File: src/pkg/sml_pkg.sv
// Functional notes
// - link is async serial at fixed 57600 bit/s, no flow control or handshake lines
// - each character: start bit, seven ascii data bits, odd parity, one stop bit
// - incoming message ends at lone line feed or carriage return then line feed
// - every transmitted response ends with carriage return then line feed
// - semicolon splits one message into parts handed on individually
// - command is mnemonic, space, parameters, terminator; instrument then acts on it
// - query carries question mark after mnemonic; question mark marks a part as query
// - response starts as soon as possible after a complete query
// - instrument never transmits unless answering a received query
`default_nettype none
package sml_pkg;
   // ***************************************************
   // timing
   // ***************************************************
   localparam int CLK_HZ = 125_000_000;
   localparam int BAUD = 57_600;
   localparam logic [11:0] BIT_CYCLES = 12'(CLK_HZ / BAUD);
   localparam logic [11:0] HALF_CYCLES = 12'(CLK_HZ / BAUD / 2);
   localparam int DATA_BITS = 7;
   localparam int MAX_MSG_CHARS = 255;
   localparam int FIFO_DEPTH = 32;
   // ***************************************************
   // characters
   // ***************************************************
   localparam logic [6:0] CHAR_LF = 7'h0A;
   localparam logic [6:0] CHAR_CR = 7'h0D;
   localparam logic [6:0] CHAR_SEMI = 7'h3B;
   localparam logic [6:0] CHAR_QMARK = 7'h3F;
   // ***************************************************
   // tokens handed to the interpreter
   // ***************************************************
   typedef enum logic [1:0] {
      SML_TOK_CHAR = 2'b00,
      SML_TOK_SEP = 2'b01,
      SML_TOK_END = 2'b10
   } sml_tok_t;
   typedef struct packed {
      sml_tok_t kind;
      logic query;
      logic error;
      logic [6:0] data;
   } sml_token_t;
   localparam int TOKEN_W = $bits(sml_token_t);
   typedef enum logic [1:0] {
      SML_RX_IDLE = 2'b00,
      SML_RX_START = 2'b01,
      SML_RX_BITS = 2'b10
   } sml_rx_state_t;
   typedef enum logic [0:0] {
      SML_TX_IDLE = 1'b0,
      SML_TX_SHIFT = 1'b1
   } sml_tx_state_t;
endpackage
`default_nettype wire

File: src/design/sml_link.sv
`timescale 1ns/1ns
`default_nettype none
// ***************************************************
// token fifo
// ***************************************************
module sml_fifo #(
   parameter int WIDTH = 11,
   parameter int DEPTH = 32
) (
   input wire logic core_clk,
   input wire logic nrst,
   input wire logic in_valid,
   output logic in_ready,
   input wire logic [WIDTH-1:0] in_data,
   output logic out_valid,
   input wire logic out_ready,
   output logic [WIDTH-1:0] out_data
);
   localparam int AW = $clog2(DEPTH);
   logic [WIDTH-1:0] mem [DEPTH];
   logic [AW-1:0] wr_ptr;
   logic [AW-1:0] rd_ptr;
   logic [AW:0] count;
   logic do_wr;
   logic do_rd;
   assign in_ready = count != (AW+1)'(DEPTH);
   assign out_valid = count != '0;
   assign out_data = mem[rd_ptr];
   assign do_wr = in_valid && in_ready;
   assign do_rd = out_valid && out_ready;
   always_ff @(posedge core_clk) begin
      if (do_wr) begin
         mem[wr_ptr] <= in_data;
      end
   end
   always_ff @(posedge core_clk or negedge nrst) begin
      if (!nrst) begin
         wr_ptr <= '0;
         rd_ptr <= '0;
         count <= '0;
      end else begin
         if (do_wr) begin
            wr_ptr <= (wr_ptr == AW'(DEPTH - 1)) ? '0 : wr_ptr + 1'b1;
         end
         if (do_rd) begin
            rd_ptr <= (rd_ptr == AW'(DEPTH - 1)) ? '0 : rd_ptr + 1'b1;
         end
         if (do_wr && !do_rd) begin
            count <= count + 1'b1;
         end else if (do_rd && !do_wr) begin
            count <= count - 1'b1;
         end
      end
   end
endmodule

// ***************************************************
// serial message link
// ***************************************************
module sml_link #(
   parameter int DEPTH = sml_pkg::FIFO_DEPTH
) (
   input wire logic core_clk,
   input wire logic nrst,
   input wire logic rxd,
   output logic txd,
   output logic cmd_valid,
   input wire logic cmd_ready,
   output sml_pkg::sml_token_t cmd_token,
   input wire logic resp_valid,
   output logic resp_ready,
   input wire logic [6:0] resp_data,
   input wire logic resp_last,
   output logic query_pending
);
   // ***************************************************
   // receiver
   // ***************************************************
   logic rx_meta;
   logic rx_sync;
   logic rx_prev;
   sml_pkg::sml_rx_state_t rx_state;
   logic [11:0] rx_cnt;
   logic [3:0] rx_bitn;
   logic [8:0] rx_sh;
   logic char_done;
   logic [6:0] char_data;
   logic char_bad;
   logic [8:0] rx_frame;
   // meta flop feeds only the second flop
   always_ff @(posedge core_clk or negedge nrst) begin
      if (!nrst) begin
         rx_meta <= 1'b1;
         rx_sync <= 1'b1;
         rx_prev <= 1'b1;
      end else begin
         rx_meta <= rxd;
         rx_sync <= rx_meta;
         rx_prev <= rx_sync;
      end
   end
   assign rx_frame = {rx_sync, rx_sh[8:1]};
   always_ff @(posedge core_clk or negedge nrst) begin
      if (!nrst) begin
         rx_state <= sml_pkg::SML_RX_IDLE;
         rx_cnt <= 12'h000;
         rx_bitn <= 4'h0;
         rx_sh <= 9'h1FF;
         char_done <= 1'b0;
         char_data <= 7'h00;
         char_bad <= 1'b0;
      end else begin
         char_done <= 1'b0;
         case (rx_state)
            sml_pkg::SML_RX_IDLE: begin
               rx_cnt <= 12'h000;
               if (rx_prev && !rx_sync) begin
                  rx_state <= sml_pkg::SML_RX_START;
               end
            end
            sml_pkg::SML_RX_START: begin
               // mid start bit; a glitch shorter than half a bit is dropped
               if (rx_cnt == sml_pkg::HALF_CYCLES - 1'b1) begin
                  rx_cnt <= 12'h000;
                  rx_bitn <= 4'h0;
                  rx_state <= rx_sync ? sml_pkg::SML_RX_IDLE : sml_pkg::SML_RX_BITS;
               end else begin
                  rx_cnt <= rx_cnt + 1'b1;
               end
            end
            sml_pkg::SML_RX_BITS: begin
               if (rx_cnt == sml_pkg::BIT_CYCLES - 1'b1) begin
                  rx_cnt <= 12'h000;
                  rx_sh <= rx_frame;
                  rx_bitn <= rx_bitn + 1'b1;
                  if (rx_bitn == 4'(sml_pkg::DATA_BITS + 1)) begin
                     char_done <= 1'b1;
                     char_data <= rx_frame[6:0];
                     char_bad <= !rx_frame[8] || !(^rx_frame[7:0]);
                     rx_state <= sml_pkg::SML_RX_IDLE;
                  end
               end else begin
                  rx_cnt <= rx_cnt + 1'b1;
               end
            end
            default: begin
               rx_state <= sml_pkg::SML_RX_IDLE;
            end
         endcase
      end
   end

   // ***************************************************
   // message splitter
   // ***************************************************
   logic [7:0] msg_len;
   logic msg_err;
   logic msg_query;
   logic part_query;
   logic push_valid;
   logic push_ready;
   sml_pkg::sml_token_t push_token;
   logic is_lf;
   logic is_semi;
   logic is_qmark;
   logic next_err;
   logic query_done;
   assign is_lf = char_data == sml_pkg::CHAR_LF;
   assign is_semi = char_data == sml_pkg::CHAR_SEMI;
   assign is_qmark = char_data == sml_pkg::CHAR_QMARK;
   // carriage return is swallowed, so cr-lf and lone lf end alike
   assign push_valid = char_done && (char_data != sml_pkg::CHAR_CR);
   // an overrun or too long a message poisons the message, no stall
   // a swallowed cr is never pushed, so it cannot overrun
   assign next_err = msg_err || char_bad || (push_valid && !push_ready)
      || (msg_len == 8'(sml_pkg::MAX_MSG_CHARS));
   always_comb begin
      push_token.data = char_data;
      push_token.error = next_err;
      push_token.query = part_query || is_qmark;
      if (is_lf) begin
         push_token.kind = sml_pkg::SML_TOK_END;
      end else if (is_semi) begin
         push_token.kind = sml_pkg::SML_TOK_SEP;
      end else begin
         push_token.kind = sml_pkg::SML_TOK_CHAR;
      end
   end
   assign query_done = push_valid && is_lf && (msg_query || part_query) && !next_err;
   always_ff @(posedge core_clk or negedge nrst) begin
      if (!nrst) begin
         msg_len <= 8'h00;
         msg_err <= 1'b0;
         msg_query <= 1'b0;
         part_query <= 1'b0;
      end else if (char_done) begin
         if (push_valid && is_lf) begin
            msg_len <= 8'h00;
            msg_err <= 1'b0;
            msg_query <= 1'b0;
            part_query <= 1'b0;
         end else begin
            msg_len <= (msg_len == 8'hFF) ? msg_len : msg_len + 1'b1;
            msg_err <= next_err;
            if (is_semi) begin
               msg_query <= msg_query || part_query;
               part_query <= 1'b0;
            end else if (is_qmark) begin
               part_query <= 1'b1;
            end
         end
      end
   end
   sml_fifo #(
      .WIDTH(sml_pkg::TOKEN_W),
      .DEPTH(DEPTH)
   ) u_fifo (
      .core_clk(core_clk),
      .nrst(nrst),
      .in_valid(push_valid),
      .in_ready(push_ready),
      .in_data(push_token),
      .out_valid(cmd_valid),
      .out_ready(cmd_ready),
      .out_data(cmd_token)
   );
   // ***************************************************
   // transmitter
   // ***************************************************
   sml_pkg::sml_tx_state_t tx_state;
   logic [9:0] tx_sh;
   logic [11:0] tx_cnt;
   logic [3:0] tx_bitn;
   logic [1:0] tx_tail;
   logic [6:0] tx_char;
   logic tx_load;
   assign resp_ready = (tx_state == sml_pkg::SML_TX_IDLE) && query_pending
      && (tx_tail == 2'h0);
   assign tx_load = (tx_state == sml_pkg::SML_TX_IDLE) && query_pending
      && ((tx_tail == 2'h0 && resp_valid) || tx_tail == 2'h1 || tx_tail == 2'h2);
   assign tx_char = (tx_tail == 2'h1) ? sml_pkg::CHAR_CR
      : (tx_tail == 2'h2) ? sml_pkg::CHAR_LF : resp_data;
   assign txd = tx_sh[0];
   always_ff @(posedge core_clk or negedge nrst) begin
      if (!nrst) begin
         query_pending <= 1'b0;
         tx_tail <= 2'h0;
      end else begin
         // a new query landing as the old answer ends still wins
         if (query_done) begin
            query_pending <= 1'b1;
         end else if (tx_state == sml_pkg::SML_TX_IDLE && tx_tail == 2'h3) begin
            query_pending <= 1'b0;
         end
         if (tx_state == sml_pkg::SML_TX_IDLE && tx_tail == 2'h3) begin
            tx_tail <= 2'h0;
         end else if (tx_load) begin
            tx_tail <= (tx_tail == 2'h0) ? (resp_last ? 2'h1 : 2'h0)
               : tx_tail + 1'b1;
         end
      end
   end

   always_ff @(posedge core_clk or negedge nrst) begin
      if (!nrst) begin
         tx_state <= sml_pkg::SML_TX_IDLE;
         tx_sh <= 10'h3FF;
         tx_cnt <= 12'h000;
         tx_bitn <= 4'h0;
      end else begin
         case (tx_state)
            sml_pkg::SML_TX_IDLE: begin
               tx_cnt <= 12'h000;
               tx_bitn <= 4'h0;
               if (tx_load) begin
                  tx_sh <= {1'b1, ~^tx_char, tx_char, 1'b0};
                  tx_state <= sml_pkg::SML_TX_SHIFT;
               end
            end
            sml_pkg::SML_TX_SHIFT: begin
               if (tx_cnt == sml_pkg::BIT_CYCLES - 1'b1) begin
                  tx_cnt <= 12'h000;
                  tx_sh <= {1'b1, tx_sh[9:1]};
                  tx_bitn <= tx_bitn + 1'b1;
                  if (tx_bitn == 4'(sml_pkg::DATA_BITS + 2)) begin
                     tx_state <= sml_pkg::SML_TX_IDLE;
                  end
               end else begin
                  tx_cnt <= tx_cnt + 1'b1;
               end
            end
            default: begin
               tx_state <= sml_pkg::SML_TX_IDLE;
            end
         endcase
      end
   end
endmodule
`default_nettype wire

File: config.mk
export PLATFORM = sky130hd
export DESIGN_NAME = sml_link
export DESIGN_NICKNAME = d
export VERILOG_FILES = /design/src/pkg/sml_pkg.sv /design/src/design/sml_link.sv
export SDC_FILE = /design/constraint.sdc
export NUM_CORES = 1
export LEC_CHECK = 0
export BUFFER_PORTS_ARGS = -buffer_cell sky130_fd_sc_hd__buf_2
export CORE_UTILIZATION = 63
export DETAILED_ROUTE_END_ITERATION = 8
export PLACE_DENSITY_LB_ADDON = 0.3
export SYNTH_ARGS = -nofsm -noshare
export SYNTH_HDL_FRONTEND = slang
export SYNTH_HIERARCHICAL = 1
export SYNTH_SLANG_ARGS = --single-unit
export TNS_END_PERCENT = 10
File: constraint.sdc
create_clock -name core_clk -period 4.2 [get_ports core_clk]
set_input_delay 0.42 -clock core_clk [delete_from_list [all_inputs] [get_ports core_clk]]
set_output_delay 0.42 -clock core_clk [all_outputs]
set_load 0.03 [all_outputs]
After elaboration in Yosys (flattened, before gate mapping). Memory sizes are Yosys's and may differ from the RTL's. Cells that the tools add are included.

Bits in registers: 96. Bits in writable memories: 352. Bits of input ports: 13. Output and inout port bits: 15. Word-level logic and storage cells: 159. Memories: 1.

Add/sub/neg operators: 10. Equality and inequality tests: 25. Muxes and demuxes: 50. Bitwise logic cells: 1. Reductions and logical operators: 49.

Memory list: u_fifo.mem (words 32, width 11, rd ports 1, clocked after memory_dff 0, wr ports 1, line sml_link.sv:20) `logic [WIDTH-1:0] mem [DEPTH];`.

Operators by type and width (number): $mux W12 (3); $pmux W12 S3 (1); $add A12 B1 Y12 const B (2); $eq A12 B12 Y1 const B (2); $pmux W12 S2 (1); $mux W10 (2); $pmux W10 S2 (1); $mux W1 (18); $mux W2 (9); $mux W8 (2); $pmux W4 S2 (2); $logic_and A1 B1 Y1 (15); $eq A7 B6 Y1 const B (2); $mux W7 (2); $eq A12 B11 Y1 const B (1); $mux W4 (3); $mux W6 (2); $add A5 B1 Y5 const B (2); $eq A5 B5 Y1 const B (2); $mux W5 (2); $ne A2 B2 Y1 const B (5); $reduce_and A2 Y1 (5); $reduce_bool A2 Y1 (5); $add A4 B1 Y4 const B (2); other kinds (24) (44).

Logic depth before layout (Yosys ltp). Gate-level depths: netlist of the first run.

Depth after elaboration: 8. Depth in mapped cells: 12. Mapped depth without buffers: 12.

Hierarchy. The synthesis of the first run kept the hierarchy.

Modules (own cells, without submodules): sml_fifo (times used 1, cells an instance 736, area each 14604.0 µm², seq. area each 10970.5 µm²); sml_link (times used 1, cells an instance 392, area each 4119.0 µm², seq. area each 1976.9 µm²).

Worst setup path after synthesis of the first run. OpenSTA, ideal clock, no wires.

Path kind: flip-flop to flip-flop. Start: register char_data[3]. End: register u_fifo.count[4]. Library setup time: 0.135 ns. Arrival: 2.866 ns. Required time: 4.065 ns. Slack: 1.199 ns. Cell stages (with the launch flop): 13. Buffers on the path: 0. Period minus slack after synthesis: 3.001 ns. Cell sequence: dfrtp_1 nand2b_4 or3_1 o31a_1 o31ai_4 inv_2 ha_1 inv_1 ha_1 nor2b_1 o21ai_0 nor3b_1 o31ai_1.

Word-level cells in the longest chain between the ends: 6.

RTL lines: start: declaration (line sml_link.sv:87) `logic [6:0] char_data;`; start signal: assignment (line sml_link.sv:138) `char_data <= rx_frame[6:0];`; $ne A7 B4 Y1 (*) (line sml_link.sv:172) `assign push_valid = char_done && (char_data != sml_pkg::CHAR_CR);`; $logic_and A1 B1 Y1 (*) (line sml_link.sv:172); via push_valid (line sml_link.sv:160) `logic push_valid;`; $logic_and A1 B1 Y1 (*) (line sml_link.sv:29) `assign do_wr = in_valid && in_ready;`; via u_fifo.do_wr (line sml_link.sv:24) `logic do_wr;`; $logic_not A1 Y1 (line sml_link.sv:50) `end else if (do_rd && !do_wr) begin`; $logic_and A1 B1 Y1 (line sml_link.sv:50); $reduce_bool A2 Y1 (no line); end signal: assignment (line sml_link.sv:49) `count <= count + 1'b1;`; end signal: assignment (line sml_link.sv:51) `count <= count - 1'b1;`; end: declaration (line sml_link.sv:23) `logic [AW:0] count;`.

Mark *: on every way through the listed nets, which the timed path passes. The rest lies on a longest branch. A chain may end at the register's enable or synchronous reset.

==> results of run 1 <==
==> state kept, by name, indices dropped and copies added (netlist names), 2 cells and up <==
name           count
tx_cnt            12
msg_len            8
tx_tail            2
u_fifo/mem       352
u_fifo/count       6
u_fifo/wr_ptr      5
tx_bitn            4
rx_state           2
rx_cnt            12
char_data          7
rx_sh              8
u_fifo/rd_ptr      5
rx_bitn            4
tx_sh              9
==> through the flow <==
step           hold WS (ns)  worst slack (ns)
2_1_floorplan        0.1244             1.199
3_3_place_gp         0.3465            0.6130
3_5_place_dp         0.3468            0.6020
4_1_cts              0.1292           0.03205
5_1_grt              0.1682            0.2572
6_report             0.1438            0.3947
==> logic make-up after synthesis <==
group / after synthesis / synth area share, %
flops: 446 / 69.15
simple gates: 248 / 6.689
compound gates: 151 / 5.974
mux: 136 / 12.02
buf+inv: 74 / 2.065
xor+xnor: 41 / 1.918
fa+ha+maj: 32 / 2.179
==> worst max-delay path by stage <==
stage                                 startpoint                          end  cells after the start
floorplan               char_data[3]$_DFFE_PN0P_  u_fifo/count[4]$_DFFE_PN0P_                     12
global placement    u_fifo/rd_ptr[0]$_DFFE_PN0P_                 cmd_token[3]                      6
detailed placement  u_fifo/rd_ptr[0]$_DFFE_PN0P_                 cmd_token[3]                      6
CTS                 u_fifo/rd_ptr[0]$_DFFE_PN0P_                 cmd_token[3]                      6
global route        u_fifo/rd_ptr[1]$_DFFE_PN0P_                 cmd_token[3]                      6
finish              u_fifo/rd_ptr[1]$_DFFE_PN0P_                 cmd_token[3]                      6
==> per-layer routing <==
metal | part of all wire, % | vias up | track usage, %
met3 | 7.0 | 77 | 4.221
met2 | 50 | 437 | 44.09
met1 | 39 | 5259 | 35.98
met5 | 0 | - | 0
li1 | - | 4549 | -
met4 | 3.1 | 0 | 9.357
==> power by group <==
part           total [mW]  switching, mW  internal, mW
clock                3.82           1.59          2.23
combinational        2.32           1.37         0.953
sequential           5.06          0.276          4.78
==> cells in the final DEF (no fill, tap or decap), types with 4 or more instances in the layout <==
| master | n |
|---|---|
| and2_1 | 4 |
| mux2_2 | 13 |
| ha_1 | 31 |
| a21oi_1 | 37 |
| buf_4 | 49 |
| clkinv_2 | 8 |
| a2111oi_0 | 6 |
| buf_2 | 26 |
| xor2_1 | 15 |
| dfrtp_1 | 72 |
| a22o_1 | 14 |
| or3_1 | 9 |
| nand3_1 | 20 |
| inv_1 | 27 |
| o21ai_0 | 16 |
| a21o_1 | 6 |
| nand2b_1 | 9 |
| a221o_1 | 4 |
| mux2_4 | 8 |
| xnor2_1 | 26 |
| nor2_1 | 87 |
| nand4_1 | 8 |
| nand2_1 | 52 |
| a211oi_1 | 5 |
| o221ai_1 | 11 |
| a2111oi_2 | 4 |
| and3_1 | 8 |
| clkinv_1 | 8 |
| dfstp_2 | 20 |
| nor2b_1 | 8 |
| o22ai_1 | 10 |
| clkbuf_16 | 46 |
| nand3b_1 | 5 |
| mux2i_1 | 49 |
| edfxtp_1 | 352 |
| clkbuf_1 | 12 |
| nor3_1 | 11 |
| a22oi_1 | 14 |
| mux4_2 | 64 |
==> critical path, cell delays in order (launching register included) <==
cell and delay [ns]:
dfrtp_1 1.05, nand3b_1 0.54, o22ai_1 0.12, a2111oi_0 0.66, buf_4 0.23, a21oi_1 0.05
buf_2 0.19
==> layout make-up <==
class | instances | area (um^2)
fillers | 1724 | 8046
clock buffers | 60 | 1224
inverters | 28 | 105.1
repair buffers | 78 | 545.5
well taps | 384 | 480.5
clock inverters | 21 | 185.2
multi-input cells | 608 | 5396
flip-flops and latches | 446 | 12950
==> timing repair <==
item,CTS,global route
hold endpoints to repair,46,0
setup buffers,0,1
setup endpoints to repair,0,1
hold buffers,2,0
==> impl_metrics.toml, run 1 <==
[synth]
ys_top_cells_by_count = "352 x edfxtp_1, 88 x nor2_1, 74 x dfrtp_1, 64 x mux4_2, 52 x nand2_1"
ys_top_cells_by_area = "edfxtp_1 56%, dfrtp_1 9.9%, mux4_2 7.7%"
synth_flop_cell = "edfxtp_1"
netlist_instances = 1128
synth-edff-count = 352
async_flop_share_pct = 21.08
yosysWarnings = 6
synth_seq_area_share_pct = 69.15
syn_area_per_cell_um2 = 16.60
synth.most_common_cell = "edfxtp_1"
syn_area_um2 = 18720
synth.distinct_cells = 79
synth_top_area_share_pct = 56.46
synth_fp_nets = 1173
yosys.area.top_type = "edfxtp_1"
ys_ff_latch = 446

[floorplan]
start_util_pct = 64.71
die_area_um2 = 30410
die_h_um = 174.4
die_x_um = 174.4
fp.coreArea_um2 = 28940
rows = 62
num_io_pins = 28

[cts]
cts_resized = 0
cts_tree = "yes"
clk_pin_slew_ns = 0.06
clock_latency_ns = 0.55
clockBufferDepth = 3
cts_buffers = 44
cts_root_buf = "clkbuf_16"
htreeDepth = 2
clock_sinks = 446

[placement]
dp.cells = 1541
dpl_cell_area_um2 = 19430
io_buffers = 27
dpl.hpwl_um = 22450
globalplace.congestion = 0.7818

[detailed_routing]
via_per_inst = 6.352
wire_per_inst_um = 24.04
dr_total_vias = 10320
postRouteAntennaNets = 0
remaining_drc_errors = 0
wl_um = 39070
dr.pass1.iters = 5
drtIter0Drc = 990

[sta]
maxSlewHeadroom_pct = 11.65
min_period_ns = 3.805
setup_viol_count_final = 0
fmax_mhz = 262.8
final.period_utilization_pct = 90.60
hold_viol_final = 0
slew_viol_final = 0
rsz0062_at_grt = "no"
tns_ns = 0
tightestPinTransition_ns = 1.320
clock_skew_ns = 0.02133

[hold_path]
hp-start = "resp_last"
hp-class = "in -> reg"
whs_path_depth = 3
worstHoldEndpoint = "tx_tail[0]$_DFFE_PN0P_"

[run]
maxCapViolCount = 0

[pwr]
total_power_mw = 11.20
power_density_nw_per_um2 = 536.0
p_leak_nw = 6.632
irDropWorstVdd_mv = 0.3995

[setup_path]
reg2reg_from = "u_fifo/count[1]$_DFFE_PN0P_"
critPathLaunchType = "flip-flop"
arrival_ns = 3.39
required_ns = 3.78
critical_path_class = "reg -> out"
critPathMaxFanout = 21
end_kind = "output pin"
timing.rr.end = "u_fifo/count[4]$_DFFE_PN0P_"
reg2regPathDepth = 10
ff2ff_setup_slack_ns = 1.13

[grt]
overflow = 0
grt_pass1_wl_um = 60000
grt_max_degree = 58
antenna_found_initial = 0
grt_pass1_vias = 10440
grt_usage_pct = 26.53

[final_layout]
syn_to_final_growth_pct = 11.57
final_util_pct = 72.19
drive_above_1_share_pct = 21.68
stdcell_count = 1625
final_area_um2 = 20890
nNetsFinal = 1251
antenna_cells = 0

[outcome]
status = "completed"
No activity file was read; power rests on OpenSTA's default activity.
==> run 2, diff against run 1 <==
--- a/config.mk
+++ b/config.mk
@@ -11,6 +11,5 @@
 export PLACE_DENSITY_LB_ADDON = 0.3
 export SYNTH_ARGS = -nofsm -noshare
 export SYNTH_HDL_FRONTEND = slang
-export SYNTH_HIERARCHICAL = 1
 export SYNTH_SLANG_ARGS = --single-unit
 export TNS_END_PERCENT = 10
==> run 2 against run 1 <==
Fmax shrank 0.50%. First-iteration DRC count grew 6.7%. Combinational power shrank 89%. Synthesized area shrank 0.56%. Count of clock-buffer cells in the layout down 5. Critical path type unchanged. Highest routed layer unchanged.
==> impl_metrics.toml, run 2 <==
[outcome]
status = "completed"

[final_layout]
layout.cells.most_common = "edfxtp_1"
antenna_cells = 0
top_register = "u_fifo.mem"
syn_to_final_growth_pct = 11.49
largest_reg_flops = 352
reg_top3 = "u_fifo.mem x352, rx_cnt x12, tx_cnt x12"
nNetsFinal = 1163
drive_above_1_share_pct = 26.15
final_cell_mix = "352 x edfxtp_1, 110 x mux4_2, 89 x nor2_1"

[floorplan]
rows = 62
fp.coreArea_um2 = 28860
num_io_pins = 28
die_area_um2 = 30240
start_util_pct = 64.52
die_h_um = 173.9
die_x_um = 173.9

[synth]
async_flop_share_pct = 21.08
synth_seq_area_share_pct = 69.54
synth_fp_nets = 1092
yosysWarnings = 0
netlist_instances = 1048
yosys.area.top_type = "edfxtp_1"
ys_top_cells_by_count = "352 x edfxtp_1, 110 x mux4_2, 90 x nor2_1, 74 x dfrtp_1, 47 x nand2_1"
synth_flop_cell = "edfxtp_1"
ys_ff_latch = 446
synth-edff-count = 352
synth_top_area_share_pct = 56.77
syn_area_per_cell_um2 = 17.77
synth.most_common_cell = "edfxtp_1"
synth.distinct_cells = 63
syn_area_um2 = 18620
ys_top_cells_by_area = "edfxtp_1 57%, mux4_2 13%, dfrtp_1 9.9%"

[cts]
cts_tree = "yes"
cts_buffers = 44
clk_pin_slew_ns = 0.06
cts_resized = 0
cts_setup_buffers = 0
clockBufferDepth = 3
cts_root_buf = "clkbuf_16"
clock_sinks = 446
clock_latency_ns = 0.55
htreeDepth = 2
hold_buffers = 2

[detailed_routing]
wl_um = 41670
drtIter0Drc = 1056
postRouteAntennaNets = 0
remaining_drc_errors = 0
dr.pass1.iters = 8
via_per_inst = 6.532
dr_total_vias = 10030
wire_per_inst_um = 27.15

[setup_path]
critPathMostFrequentCell = "mux4_2"
cp_top_family = "multiplexers"
critPathLaunchType = "flip-flop"
end_kind = "output pin"
cpMaxStageDelayCell = "dfrtp_4"
arrival_ns = 3.40
required_ns = 3.78
crit_chain = "buf_4, mux4_2, mux4_2, mux2_2, buf_2"
slowest_delay_ns = 0.85
path_buf_inv = 2
critPathMaxFanout = 32
critical_path_class = "reg -> out"

[placement]
dpl.hpwl_um = 23680
globalplace.congestion = 0.7831
io_buffers = 27

[sta]
maxSlewHeadroom_pct = 13.86
rsz0062_at_grt = "no"
final.period_utilization_pct = 91.06
setup_viol_count_final = 0
clock_skew_ns = 0.02104
fmax_mhz = 261.5
tightestPinTransition_ns = 1.287
hold_viol_final = 0
hold_slack_ns = 0.2293
min_period_ns = 3.825
tns_ns = 0
slew_viol_final = 0

[grt]
grt_max_degree = 54
grt_pass1_vias = 10300
overflow = 0
grt_usage_pct = 28.57
grt_pass1_wl_um = 63070
antenna_found_initial = 0

[pwr]
irDropWorstVdd_mv = 0.3053
power_density_nw_per_um2 = 424.0
p_leak_nw = 6.080

[hold_path]
hp-class = "in -> reg"

[run]
maxCapViolCount = 0
run 2: area by class of cell:
class | count | area [um^2]
multi-input cells | 533 | 5373
well taps | 384 | 480.5
repair buffers | 66 | 460.4
flip-flops and latches | 446 | 12950
fillers | 1685 | 8102
clock inverters | 23 | 220.2
inverters | 28 | 105.1
clock buffers | 55 | 1162
run 2: cells by family (layout without fill, tap and decap cells):
kind of cell | after synthesis | in the layout | synth area share [%]
xor+xnor | 38 | 38 | 1.788
compound gates | 93 | 93 | 3.434
buf+inv | 69 | 172 | 1.640
flops | 446 | 446 | 69.54
mux | 149 | 149 | 15.79
fa+ha+maj | 31 | 31 | 2.124
simple gates | 222 | 222 | 5.679
run 2: routing by layer:
layer,vias to the layer above,global-route usage [%],part of all wire [%]
met4,0,8.370,2.9
met5,-,0,0
met1,5087,39.29,38
li1,4258,-,-
met2,578,47.58,50
met3,103,5.031,9.1
run 2: worst register-to-register path: stages, from the launching register on:
cell	delay, ns
dfrtp_1	0.43
or4_1	0.58
o31ai_2	0.49
ha_1	0.33
inv_1	0.15
ha_1	0.37
nand2_1	0.06
o21ai_0	0.35
mux2i_1	0.22
o311ai_0	0.17
xor2_1	0.18
run 2: through the flow:
stage	area [um^2]	instances	setup WS, ns	total power, mW	util (%)
final	20760	1535	0.3754	8.800	71.93
after global routing	20760	1535	0.2149	9.022	71.93
after CTS	20760	1535	0.2988	8.849	71.93
after detailed placement	19350	1455	0.8024	5.082	67.07
after global placement	19350	1455	0.8956	5.074	67.07
after floorplan	18620	1048	0.8055	5.011	-
run 2: power by group:
group,switching [mW],leakage [nW],internal (mW)
sequential,0.0158,3.64,4.73
combinational,0.152,1.76,0.0967
clock,1.60,0.683,2.21
total,1.77,6.08,7.03
run 2: final timing paths:
kind | cells past startpoint | end | start | slack, ns
worst min register to register | 0 | rx_sync$_DFF_PN1_ | rx_meta$_DFF_PN1_ | 0.36
max in group asynchronous | 3 | tx_sh[8]$_DFFE_PN1P_ | nrst | 2.64
worst min-delay path | 3 | tx_tail[0]$_DFFE_PN0P_ | resp_last | 0.23
min in group asynchronous | 2 | u_fifo.wr_ptr[2]$_DFFE_PN0P_ | nrst | 0.54
worst max-delay path | 5 | cmd_token[8] | u_fifo.rd_ptr[0]$_DFFE_PN0P_ | 0.38
worst max register to register | 10 | u_fifo.count[5]$_DFFE_PN0P_ | u_fifo.count[0]$_DFFE_PN0P_ | 0.75
